`config.mk`:
```
export PLATFORM = sky130hd
export DESIGN_NAME = pst_selftest_top
export DESIGN_NICKNAME = d
export VERILOG_FILES = /design/src/design/pst_pkg.sv /design/src/design/pst_fault_flasher.sv /design/src/design/pst_selftest_top.sv
export VERILOG_INCLUDE_DIRS = /design/src /design/src/design
export SDC_FILE = /design/constraint.sdc
export NUM_CORES = 1
export LEC_CHECK = 0
export BUFFER_PORTS_ARGS = -buffer_cell sky130_fd_sc_hd__buf_2
export CAP_MARGIN = 20
export CORE_UTILIZATION = 48
export CTS_CLUSTER_DIAMETER = 60
export CTS_CLUSTER_SIZE = 16
export DETAILED_ROUTE_END_ITERATION = 10
export PLACE_DENSITY = 0.75
export SYNTH_ARGS = -nofsm -noshare
export SYNTH_HDL_FRONTEND = slang
export SYNTH_SLANG_ARGS = --single-unit
```
`constraint.sdc`:
```
create_clock -name clock_i -period 5.1 [get_ports clock_i]
set_input_delay 1.02 -clock clock_i [delete_from_list [all_inputs] [get_ports clock_i]]
set_output_delay 1.02 -clock clock_i [all_outputs]
set_load 0.01 [all_outputs]
```
`src/design/pst_defs.svh`:
```
// Purpose: Constants for the power-up self-test fault reporter.
// Assumes: Clock of 20 MHz, synchronous active-high reset.
// Notes: Timing counts derive from times held in milliseconds.
// Notes on behaviour
// RL1: Kernel tests run in order: firmware checksum, nonvolatile memory, support chip.
// RL2: A failing kernel test pulses the channel two indicator eight times per frame.
// RL3: Channel one lights only during the pulse numbered as the failing test.
// RL4: Firmware checksum compared with stored value; mismatch gives fault code one.
// RL5: After a firmware fault frame, the device still proceeds to normal operation.
// RL6: Nonvolatile memory test never alters stored calibration or critical data.
// RL7: Nonvolatile memory failure reports code two and loops forever, no link.
// RL8: Corrupt calibration table reloads defaults and flags error in diagnostics.
// RL9: Support chip signature mismatch reports code three and loops until power-off.
// RL10: Settings initialise and the link opens only after all kernel tests pass; the code also opens them after a firmware checksum fault.
// RL11: Mainframe requests self-tests once linked unless its self-tests are disabled.
// RL12: Error index is prefix plus hex block, area, routine, failure mode.
// RL13: Prefix character encodes left, center or right compartment.
// RL14: Front-panel activity during self-test is recorded as a test failure.
// RL15: Per block, keep the first error code and a failure count.
// RL16: New or moved plug-in recalibrates; normal operation only on success.
// RL17: Overload sense and probe data lines are watched during operation.
// RL18: Indicator pulse period and inter-frame pause are fixed visible constants.
`ifndef PST_DEFS_SVH
`define PST_DEFS_SVH

`define PST_CLK_HZ 20000000
`define PST_PULSE_MS 250
`define PST_PAUSE_MS 2000
`define PST_PULSE_CYC ((`PST_CLK_HZ / 1000) * `PST_PULSE_MS)
`define PST_PAUSE_CYC ((`PST_CLK_HZ / 1000) * `PST_PAUSE_MS)
`define PST_PULSES 4'h8
`define PST_CODE_ROM 2'h1
`define PST_CODE_NVM 2'h2
`define PST_CODE_SUP 2'h3
`define PST_CHAR_L 8'h4C
`define PST_CHAR_C 8'h43
`define PST_CHAR_R 8'h52
`define PST_CHAR_Q 8'h3F
`define PST_BLOCK 4'h1
`define PST_AREA_CAL 4'h2
`define PST_AREA_PANEL 4'h9
`define PST_AREA_MON 4'hA
`define PST_CODE_CAL 16'h1231
`define PST_CODE_PANEL 16'h1911

`endif

```
`src/design/pst_pkg.sv`:
```
// Purpose: Types shared by the self-test fault reporter.
// Assumes: Nothing beyond the constants header.
// Notes: States are written out in binary.
package pst_pkg;
  typedef enum logic [3:0] {
    PST_ROM = 4'b0000,
    PST_ROM_WAIT = 4'b0001,
    PST_NVM = 4'b0010,
    PST_NVM_WAIT = 4'b0011,
    PST_SUP = 4'b0100,
    PST_SUP_WAIT = 4'b0101,
    PST_FLASH = 4'b0110,
    PST_INIT = 4'b0111,
    PST_LINK = 4'b1000,
    PST_SELF = 4'b1001,
    PST_RECAL = 4'b1010,
    PST_NORMAL = 4'b1011,
    PST_DIAG = 4'b1100
  } pst_state_t;
  typedef enum logic [1:0] {
    PST_LEFT = 2'b00,
    PST_CENTER = 2'b01,
    PST_RIGHT = 2'b10
  } pst_slot_t;
endpackage

```
`src/design/pst_fault_flasher.sv`:
```
// Purpose: Flashes one fault-code frame on the two channel indicators.
// Assumes: Start is a one-cycle pulse while idle.
// Notes: Done pulses after the inter-frame pause that closes the frame.
`include "pst_defs.svh"
`timescale 1ns/1ns
`default_nettype none
module pst_fault_flasher #(
  parameter int PULSE_CYC = `PST_PULSE_CYC,
  parameter int PAUSE_CYC = `PST_PAUSE_CYC
) (
  input wire logic clock_i,
  input wire logic sys_rst_i,
  input wire logic start_i,
  input wire logic [1:0] code_i,
  output logic channel_one_indicator_o,
  output logic channel_two_indicator_o,
  output logic busy_o,
  output logic done_o
);
  logic [31:0] tick_q;
  logic [3:0] pulse_q;
  logic [1:0] code_q;
  logic phase_q;
  logic pause_q;

  // Each pulse is one lit half-period and one dark half-period.
  always_ff @(posedge clock_i) begin
    done_o <= 1'b0;
    if (sys_rst_i) begin
      tick_q <= 32'h0000_0000;
      pulse_q <= 4'h0;
      code_q <= 2'h0;
      phase_q <= 1'b0;
      pause_q <= 1'b0;
      busy_o <= 1'b0;
      channel_one_indicator_o <= 1'b0;
      channel_two_indicator_o <= 1'b0;
    end else if (!busy_o) begin
      if (start_i) begin
        busy_o <= 1'b1;
        code_q <= code_i;
        pulse_q <= 4'h1;
        phase_q <= 1'b1;
        tick_q <= 32'h0000_0000;
        channel_two_indicator_o <= 1'b1; // RL2
        channel_one_indicator_o <= (code_i == 2'h1); // RL3
      end
    end else if (pause_q) begin
      if (tick_q == 32'(PAUSE_CYC - 1)) begin // RL18
        pause_q <= 1'b0;
        busy_o <= 1'b0;
        done_o <= 1'b1;
      end else begin
        tick_q <= tick_q + 32'h0000_0001;
      end
    end else if (tick_q == 32'(PULSE_CYC - 1)) begin // RL18
      tick_q <= 32'h0000_0000;
      if (phase_q) begin
        phase_q <= 1'b0;
        channel_two_indicator_o <= 1'b0;
        channel_one_indicator_o <= 1'b0;
      end else if (pulse_q == `PST_PULSES) begin // RL2
        pause_q <= 1'b1;
      end else begin
        phase_q <= 1'b1;
        pulse_q <= pulse_q + 4'h1;
        channel_two_indicator_o <= 1'b1; // RL2
        channel_one_indicator_o <= (pulse_q + 4'h1 == {2'b00, code_q}); // RL3
      end
    end else begin
      tick_q <= tick_q + 32'h0000_0001;
    end
  end
endmodule
`default_nettype wire

```
`src/design/pst_selftest_top.sv`:
```
// Purpose: Power-up kernel test sequencer and self-test fault reporter.
// Assumes: Test engines outside answer each start with done and a verdict.
// Notes: Kernel faults flash the indicators; later faults give index codes.
`include "pst_defs.svh"
`timescale 1ns/1ns
`default_nettype none
module pst_selftest_top #(
  parameter int PULSE_CYC = `PST_PULSE_CYC,
  parameter int PAUSE_CYC = `PST_PAUSE_CYC
) (
  input wire logic clock_i,
  input wire logic sys_rst_i,
  input wire logic rom_done_i,
  input wire logic [15:0] rom_sum_calc_i,
  input wire logic [15:0] rom_sum_stored_i,
  input wire logic nvm_done_i,
  input wire logic nvm_fail_i,
  input wire logic cal_sum_bad_i,
  input wire logic sup_done_i,
  input wire logic [15:0] sup_signature_i,
  input wire logic [15:0] sup_good_sig_i,
  input wire pst_pkg::pst_slot_t slot_i,
  input wire logic new_config_i,
  input wire logic link_ready_i,
  input wire logic self_req_i,
  input wire logic self_done_i,
  input wire logic self_err_i,
  input wire logic [15:0] self_code_i,
  input wire logic recal_done_i,
  input wire logic recal_ok_i,
  input wire logic panel_activity_i,
  input wire logic overload_sense_i,
  input wire logic probe_data_i,
  output logic rom_start_o,
  output logic nvm_start_o,
  output logic nvm_preserve_o,
  output logic sup_start_o,
  output logic cal_reload_o,
  output logic settings_init_o,
  output logic link_enable_o,
  output logic self_run_o,
  output logic recal_start_o,
  output logic normal_o,
  output logic diag_menu_o,
  output logic channel_one_indicator_o,
  output logic channel_two_indicator_o,
  output logic err_valid_o,
  output logic [7:0] err_prefix_o,
  output logic [15:0] err_code_o,
  output logic [7:0] err_count_o,
  output logic overload_seen_o,
  output logic probe_seen_o
);
  import pst_pkg::*;

  pst_state_t state_q;
  logic [1:0] fault_q;
  logic flash_start_q;
  logic flash_busy;
  logic flash_done;
  logic flash_one;
  logic flash_two;
  logic cal_bad_q;
  logic [7:0] slot_char;
  logic cal_catch;
  logic self_hit;

  pst_fault_flasher #(
    .PULSE_CYC(PULSE_CYC),
    .PAUSE_CYC(PAUSE_CYC)
  ) u_flasher (
    .clock_i(clock_i),
    .sys_rst_i(sys_rst_i),
    .start_i(flash_start_q),
    .code_i(fault_q),
    .channel_one_indicator_o(flash_one),
    .channel_two_indicator_o(flash_two),
    .busy_o(flash_busy),
    .done_o(flash_done)
  );

  always_comb begin
    unique case (slot_i)
      PST_LEFT: slot_char = `PST_CHAR_L; // RL13
      PST_CENTER: slot_char = `PST_CHAR_C; // RL13
      PST_RIGHT: slot_char = `PST_CHAR_R; // RL13
      default: slot_char = `PST_CHAR_Q;
    endcase
  end

  // Indicators are re-registered so the top drives them from flip-flops.
  always_ff @(posedge clock_i) begin
    if (sys_rst_i) begin
      channel_one_indicator_o <= 1'b0;
      channel_two_indicator_o <= 1'b0;
    end else begin
      channel_one_indicator_o <= flash_one;
      channel_two_indicator_o <= flash_two;
    end
  end

  // Main sequence; a fault frame returns to the failing test or moves on.
  always_ff @(posedge clock_i) begin
    rom_start_o <= 1'b0;
    nvm_start_o <= 1'b0;
    sup_start_o <= 1'b0;
    flash_start_q <= 1'b0;
    settings_init_o <= 1'b0;
    recal_start_o <= 1'b0;
    if (sys_rst_i) begin
      state_q <= PST_ROM;
      fault_q <= 2'h0;
      link_enable_o <= 1'b0;
      self_run_o <= 1'b0;
      normal_o <= 1'b0;
      diag_menu_o <= 1'b0;
    end else begin
      unique case (state_q)
        PST_ROM: begin
          rom_start_o <= 1'b1; // RL1
          state_q <= PST_ROM_WAIT;
        end
        PST_ROM_WAIT: begin
          if (rom_done_i) begin
            if (rom_sum_calc_i != rom_sum_stored_i) begin // RL4
              fault_q <= `PST_CODE_ROM; // RL4
              flash_start_q <= 1'b1;
              state_q <= PST_FLASH;
            end else begin
              state_q <= PST_NVM; // RL1
            end
          end
        end
        PST_NVM: begin
          nvm_start_o <= 1'b1; // RL1
          state_q <= PST_NVM_WAIT;
        end
        PST_NVM_WAIT: begin
          if (nvm_done_i) begin
            if (nvm_fail_i) begin
              fault_q <= `PST_CODE_NVM; // RL7
              flash_start_q <= 1'b1;
              state_q <= PST_FLASH;
            end else begin
              state_q <= PST_SUP; // RL1
            end
          end
        end
        PST_SUP: begin
          sup_start_o <= 1'b1; // RL1
          state_q <= PST_SUP_WAIT;
        end
        PST_SUP_WAIT: begin
          if (sup_done_i) begin
            if (sup_signature_i != sup_good_sig_i) begin // RL9
              fault_q <= `PST_CODE_SUP; // RL9
              flash_start_q <= 1'b1;
              state_q <= PST_FLASH;
            end else begin
              state_q <= PST_INIT; // RL10
            end
          end
        end
        PST_FLASH: begin
          if (flash_done) begin
            unique case (fault_q)
              `PST_CODE_ROM: state_q <= PST_NVM; // RL5
              `PST_CODE_NVM: state_q <= PST_NVM; // RL7
              default: state_q <= PST_SUP; // RL9
            endcase
          end else if (!flash_busy && !flash_start_q) begin
            // Should a start go astray, ask again rather than hang here.
            flash_start_q <= 1'b1;
          end
        end
        PST_INIT: begin
          settings_init_o <= 1'b1; // RL10
          link_enable_o <= 1'b1; // RL10
          state_q <= PST_LINK;
        end
        PST_LINK: begin
          if (link_ready_i) begin
            if (self_req_i) begin // RL11
              self_run_o <= 1'b1;
              state_q <= PST_SELF;
            end else if (new_config_i) begin
              recal_start_o <= 1'b1;
              state_q <= PST_RECAL;
            end else begin
              normal_o <= 1'b1;
              state_q <= PST_NORMAL;
            end
          end
        end
        PST_SELF: begin
          if (self_done_i) begin
            self_run_o <= 1'b0;
            if (err_valid_o || self_err_i || panel_activity_i ||
                cal_bad_q) begin
              diag_menu_o <= 1'b1;
              state_q <= PST_DIAG;
            end else if (new_config_i) begin
              recal_start_o <= 1'b1; // RL16
              state_q <= PST_RECAL;
            end else begin
              normal_o <= 1'b1;
              state_q <= PST_NORMAL;
            end
          end
        end
        PST_RECAL: begin
          if (recal_done_i) begin
            if (recal_ok_i) begin
              normal_o <= 1'b1; // RL16
              state_q <= PST_NORMAL;
            end else begin
              diag_menu_o <= 1'b1;
              state_q <= PST_DIAG;
            end
          end
        end
        PST_NORMAL: state_q <= PST_NORMAL;
        PST_DIAG: state_q <= PST_DIAG;
        default: state_q <= PST_ROM;
      endcase
    end
  end

  // The test engine is told to keep calibration data intact from the first clock after reset.
  always_ff @(posedge clock_i) begin
    if (sys_rst_i) begin
      nvm_preserve_o <= 1'b0;
    end else begin
      nvm_preserve_o <= 1'b1; // RL6
    end
  end

  // A corrupt table is caught once, reloaded, and reported later.
  assign cal_catch = state_q == PST_NVM_WAIT && nvm_done_i && !nvm_fail_i &&
                     cal_sum_bad_i && !cal_bad_q;
  always_ff @(posedge clock_i) begin
    if (sys_rst_i) begin
      cal_bad_q <= 1'b0;
    end else if (cal_catch) begin
      cal_bad_q <= 1'b1; // RL8
    end
  end

  always_ff @(posedge clock_i) begin
    if (sys_rst_i) begin
      cal_reload_o <= 1'b0;
    end else begin
      cal_reload_o <= cal_catch; // RL8
    end
  end

  // One self-test cycle may bring a reported fault, a touched panel, or,
  // at its close, the reloaded calibration table.
  assign self_hit = (state_q == PST_SELF) && (self_err_i ||
                    panel_activity_i || (self_done_i && cal_bad_q));

  // First error per block; later ones only add to the count.
  always_ff @(posedge clock_i) begin
    if (sys_rst_i) begin
      err_valid_o <= 1'b0;
      err_prefix_o <= 8'h00;
      err_code_o <= 16'h0000;
    end else if (self_hit && !err_valid_o) begin
      err_valid_o <= 1'b1; // RL15
      err_prefix_o <= slot_char; // RL12
      if (self_err_i) begin
        err_code_o <= self_code_i; // RL12
      end else if (panel_activity_i) begin
        err_code_o <= `PST_CODE_PANEL; // RL14
      end else begin
        err_code_o <= `PST_CODE_CAL; // RL8
      end
    end
  end

  // The count saturates; a wrapped count would read as few failures.
  always_ff @(posedge clock_i) begin
    if (sys_rst_i) begin
      err_count_o <= 8'h00;
    end else if (self_hit && err_count_o != 8'hFF) begin
      err_count_o <= err_count_o + 8'h01; // RL15
    end
  end

  // Monitor lines are latched once running so brief events are kept.
  always_ff @(posedge clock_i) begin
    if (sys_rst_i) begin
      overload_seen_o <= 1'b0;
    end else if (state_q == PST_NORMAL) begin
      overload_seen_o <= overload_seen_o | overload_sense_i; // RL17
    end
  end

  always_ff @(posedge clock_i) begin
    if (sys_rst_i) begin
      probe_seen_o <= 1'b0;
    end else if (state_q == PST_NORMAL) begin
      probe_seen_o <= probe_seen_o | probe_data_i; // RL17
    end
  end
endmodule
`default_nettype wire

```
==> out/qor.csv <==
metric,value,unit
first-pass GRT wire length,21100,microns
sequential share of the synthesized area,38.7,%
layout cell share with drive strength beyond 1,24.5,%
Starting Density,49.4,%
Post-CTS Setup Inserts,0,
number of synthesized register bits,98,
post-synthesis cell area,5070,sq um
top-count cell post-synth,dfxtp_1,
vias in the first global route,4722,
Nets,850,
DRT iter0 DRCs,290,
die outline width,105,microns
final setup fails,0,
drt total wl,12700,microns
path depth of the worst reg2reg path,7,
post-synthesis cell count,617,
DR vias/cell,5.56,
Root Driver,clkbuf_8,
"delay-heaviest family, CP",simple AND/OR/NAND/NOR gates,
Worst Skew,0.0148,ns
hold buffers post-CTS,0,
H-tree depth,3,
met3 routed WL,659,microns
PortBufs,145,
"Async S/R FF share, synth",0,%
uppermost layer routed,met4,
Worst Hold Path Cells,2,
DRC Markers,0,
FF-to-FF End,u_flasher.tick_q[18]$_SDFFE_PP0P_,
drt pass-1 iters,4,
Post-Route M1 WL,5390,microns
synth warn,0,
DPL Wire Length,9310,microns
global placement routability congestion,0.854,
placed cell count,864,
post-route setup slack,2.31,ns
pwr dens,295,nW/um^2
post-cts gate resize count,0,
total global routing overflow,0,
"Endpoint, Worst Hold",err_code_o[13]$_SDFFE_PP0P_,
crit path DAT,3.05,ns
Total GRT Usage,23.5,%
number of cell rows,37,
Leakage,2.30,nW
slowest cell on the critical path,nor4_1,
CTS tree,yes,
clk sink count,98,
antenna violations before repair,0,
hold path startpoint,err_code_o[13]$_SDFFE_PP0P_,
"Avg Cell Area, Syn",8.22,sq um
"Primary FF master, synth",dfxtp_1,
via count,4909,
Area contributors post-synth,"dfxtp_1, xnor2_1, nor2_1, a21oi_1, xor2_1",
drt wl/cell,14.4,microns
critical-path cell list,ha_1 > or4bb_1 > nor4_1 > nand4b_1 > nand3_1 > buf_8 > nor2_1,
I/O pins,147,
antenna-violating nets left,0,
Final Cycle Share,54.7,%
setup_tns,0,ns
Fin. Hold Viols,0,
status,finished clean,
max cap viols,0,
Diodes inserted,0,
Worst setup SP type,register,
pin count of the biggest net entering global routing,58,
clk slew on worst S/H paths,0.09,ns
Crit path largest cell delay,0.63,ns
crit path buf inv count,1,
Slew Limit Headroom,41.5,%
Critical Path End Type,register,
total power,0.00179,W
CP max FO,19,
die area,11000,sq um
Worst Tran Pin Value,0.876,ns
Core ar.,10300,sq um
post-route minimum period,2.79,ns
area grow syn2layout,19.4,%
pre-CTS setup slack,2.21,ns
Post-synth EDFFs,0,
clock latency on the worst-skew pair,0.37,ns
critical path class,reg2reg,
Worst R2R Start,u_flasher.tick_q[0]$_SDFFE_PP0P_,
"Cell Count, Final, Fillers Out",883,
cell depth of the worst setup path,7,
Die H,105,microns
"Distinct cells, synth",61,
worst vdd ir,0.157,mV
worst reg2reg setup slack,2.31,ns
Post-synth top cells,"dfxtp_1, nor2_1, a21oi_1",
critical path required time,5.36,ns
Mapped Nets,725,
CTS buffer count,9,
hold slack,0.457,ns
RSZ-0062 raised after global routing,no,
metal2 WL,6410,microns
Max Freq,358,MHz
clock tree buffer depth,2,
top cell type's share of synthesized area,38.7,%
hold crit path type,reg2reg,
Slew Limit Fails,0,
post-synth top area cell,dfxtp_1,
-- area by class of cell --
class,count,area [sq um]
multi-input combinational,462,2890
inverter,21,78.8
clock inverter,7,60.1
sequential,98,1960
tap,136,170
timing repair buffer,150,774
clock buffer,9,124
fill,976,4220
-- per-layer routing --
metal	track usage (%)	vias to the layer above
met5	0	-
met4	8.55	0
met3	5.55	25
met2	42.0	145
met1	27.1	2292
li1	-	2447
-- flip-flops by register name, indices dropped and copies added (netlist names), 2 cells and up --
| signal | flops |
|---|---|
| err_prefix_o | 6 |
| state_q | 4 |
| u_flasher.pulse_q | 4 |
| u_flasher.code_q | 2 |
| err_count_o | 8 |
| u_flasher.tick_q | 32 |
| err_code_o | 16 |
| fault_q | 2 |
-- layout by cell type, fill, tap and decap left out, types with 9 or more instances in the layout --
| master | Yosys | final |
|---|---|---|
| a211oi_1 | 9 | 9 |
| a21oi_1 | 46 | 46 |
| nand4_1 | 10 | 10 |
| ha_1 | 9 | 9 |
| dfxtp_1 | 98 | 98 |
| inv_1 | 21 | 21 |
| nand2_1 | 41 | 41 |
| or4_1 | 13 | 13 |
| nor4_1 | 20 | 20 |
| o21ai_0 | 11 | 11 |
| xor2_1 | 18 | 18 |
| buf_2 | 7 | 145 |
| o31ai_1 | 12 | 12 |
| xnor2_1 | 44 | 44 |
| nand3_1 | 27 | 27 |
| nand2b_1 | 10 | 10 |
| nor2_1 | 76 | 76 |
| nor3_1 | 27 | 27 |
| clkbuf_8 | 0 | 9 |
-- per-stage QoR --
| step | area [sq um] | util [%] |
|---|---|---|
| 6_report | 6060 | 58.9 |
| 2_1_floorplan | 5070 | - |
| 5_1_grt | 6060 | 58.9 |
| 4_1_cts | 6020 | 58.6 |
| 3_5_place_dp | 5840 | 56.8 |
| 3_3_place_gp | 5840 | 56.8 |
-- power by group --
part / total (W) / internal [W] / switching, W
clock network: 0.000479 / 0.000186 / 0.000293
registers: 0.000902 / 0.000808 / 0.0000939
logic: 0.000405 / 0.000185 / 0.000220
total: 0.00179 / 0.00118 / 0.000608
-- worst register-to-register path: stages (launching register included) --
cell and delay, ns:
dfxtp_1 0.39, ha_1 0.21, or4bb_1 0.41, nor4_1 0.63, nand4b_1 0.26, nand3_1 0.48, buf_8 0.24, nor2_1 0.07
-- how the worst max path moves through the flow --
stage	from	end	slack, ns
after floorplan	self_err_i	err_code_o[2]$_SDFFE_PP0P_	2.48
after global placement	self_err_i	normal_o$_SDFFE_PP0P_	2.31
after detailed placement	u_flasher.tick_q[0]$_SDFFE_PP0P_	u_flasher.tick_q[29]$_SDFFE_PP0P_	2.21
after CTS	u_flasher.tick_q[0]$_SDFFE_PP0P_	u_flasher.tick_q[29]$_SDFFE_PP0P_	2.08
after global routing	u_flasher.tick_q[0]$_SDFFE_PP0P_	u_flasher.tick_q[19]$_SDFFE_PP0P_	2.16
final	u_flasher.tick_q[0]$_SDFFE_PP0P_	u_flasher.tick_q[18]$_SDFFE_PP0P_	2.31
-- logic make-up (layout without fill, tap and decap cells) --
logic type               count (synthesis)  in the layout  synth area share (%)
buffers and inverters                   57            187                  4.69
AND/OR/NAND/NOR                        279            279                  29.5
adder cells (fa/ha/maj)                  9              9                  2.22
other                                    1              1                0.0739
flip-flops                              98             98                  38.7
multiplexers                             4              4                 0.838
XOR/XNOR                                62             62                  10.7
AO/OA/AOI/OAI                          107            107                  13.3
(Power assumes the default switching activity.)
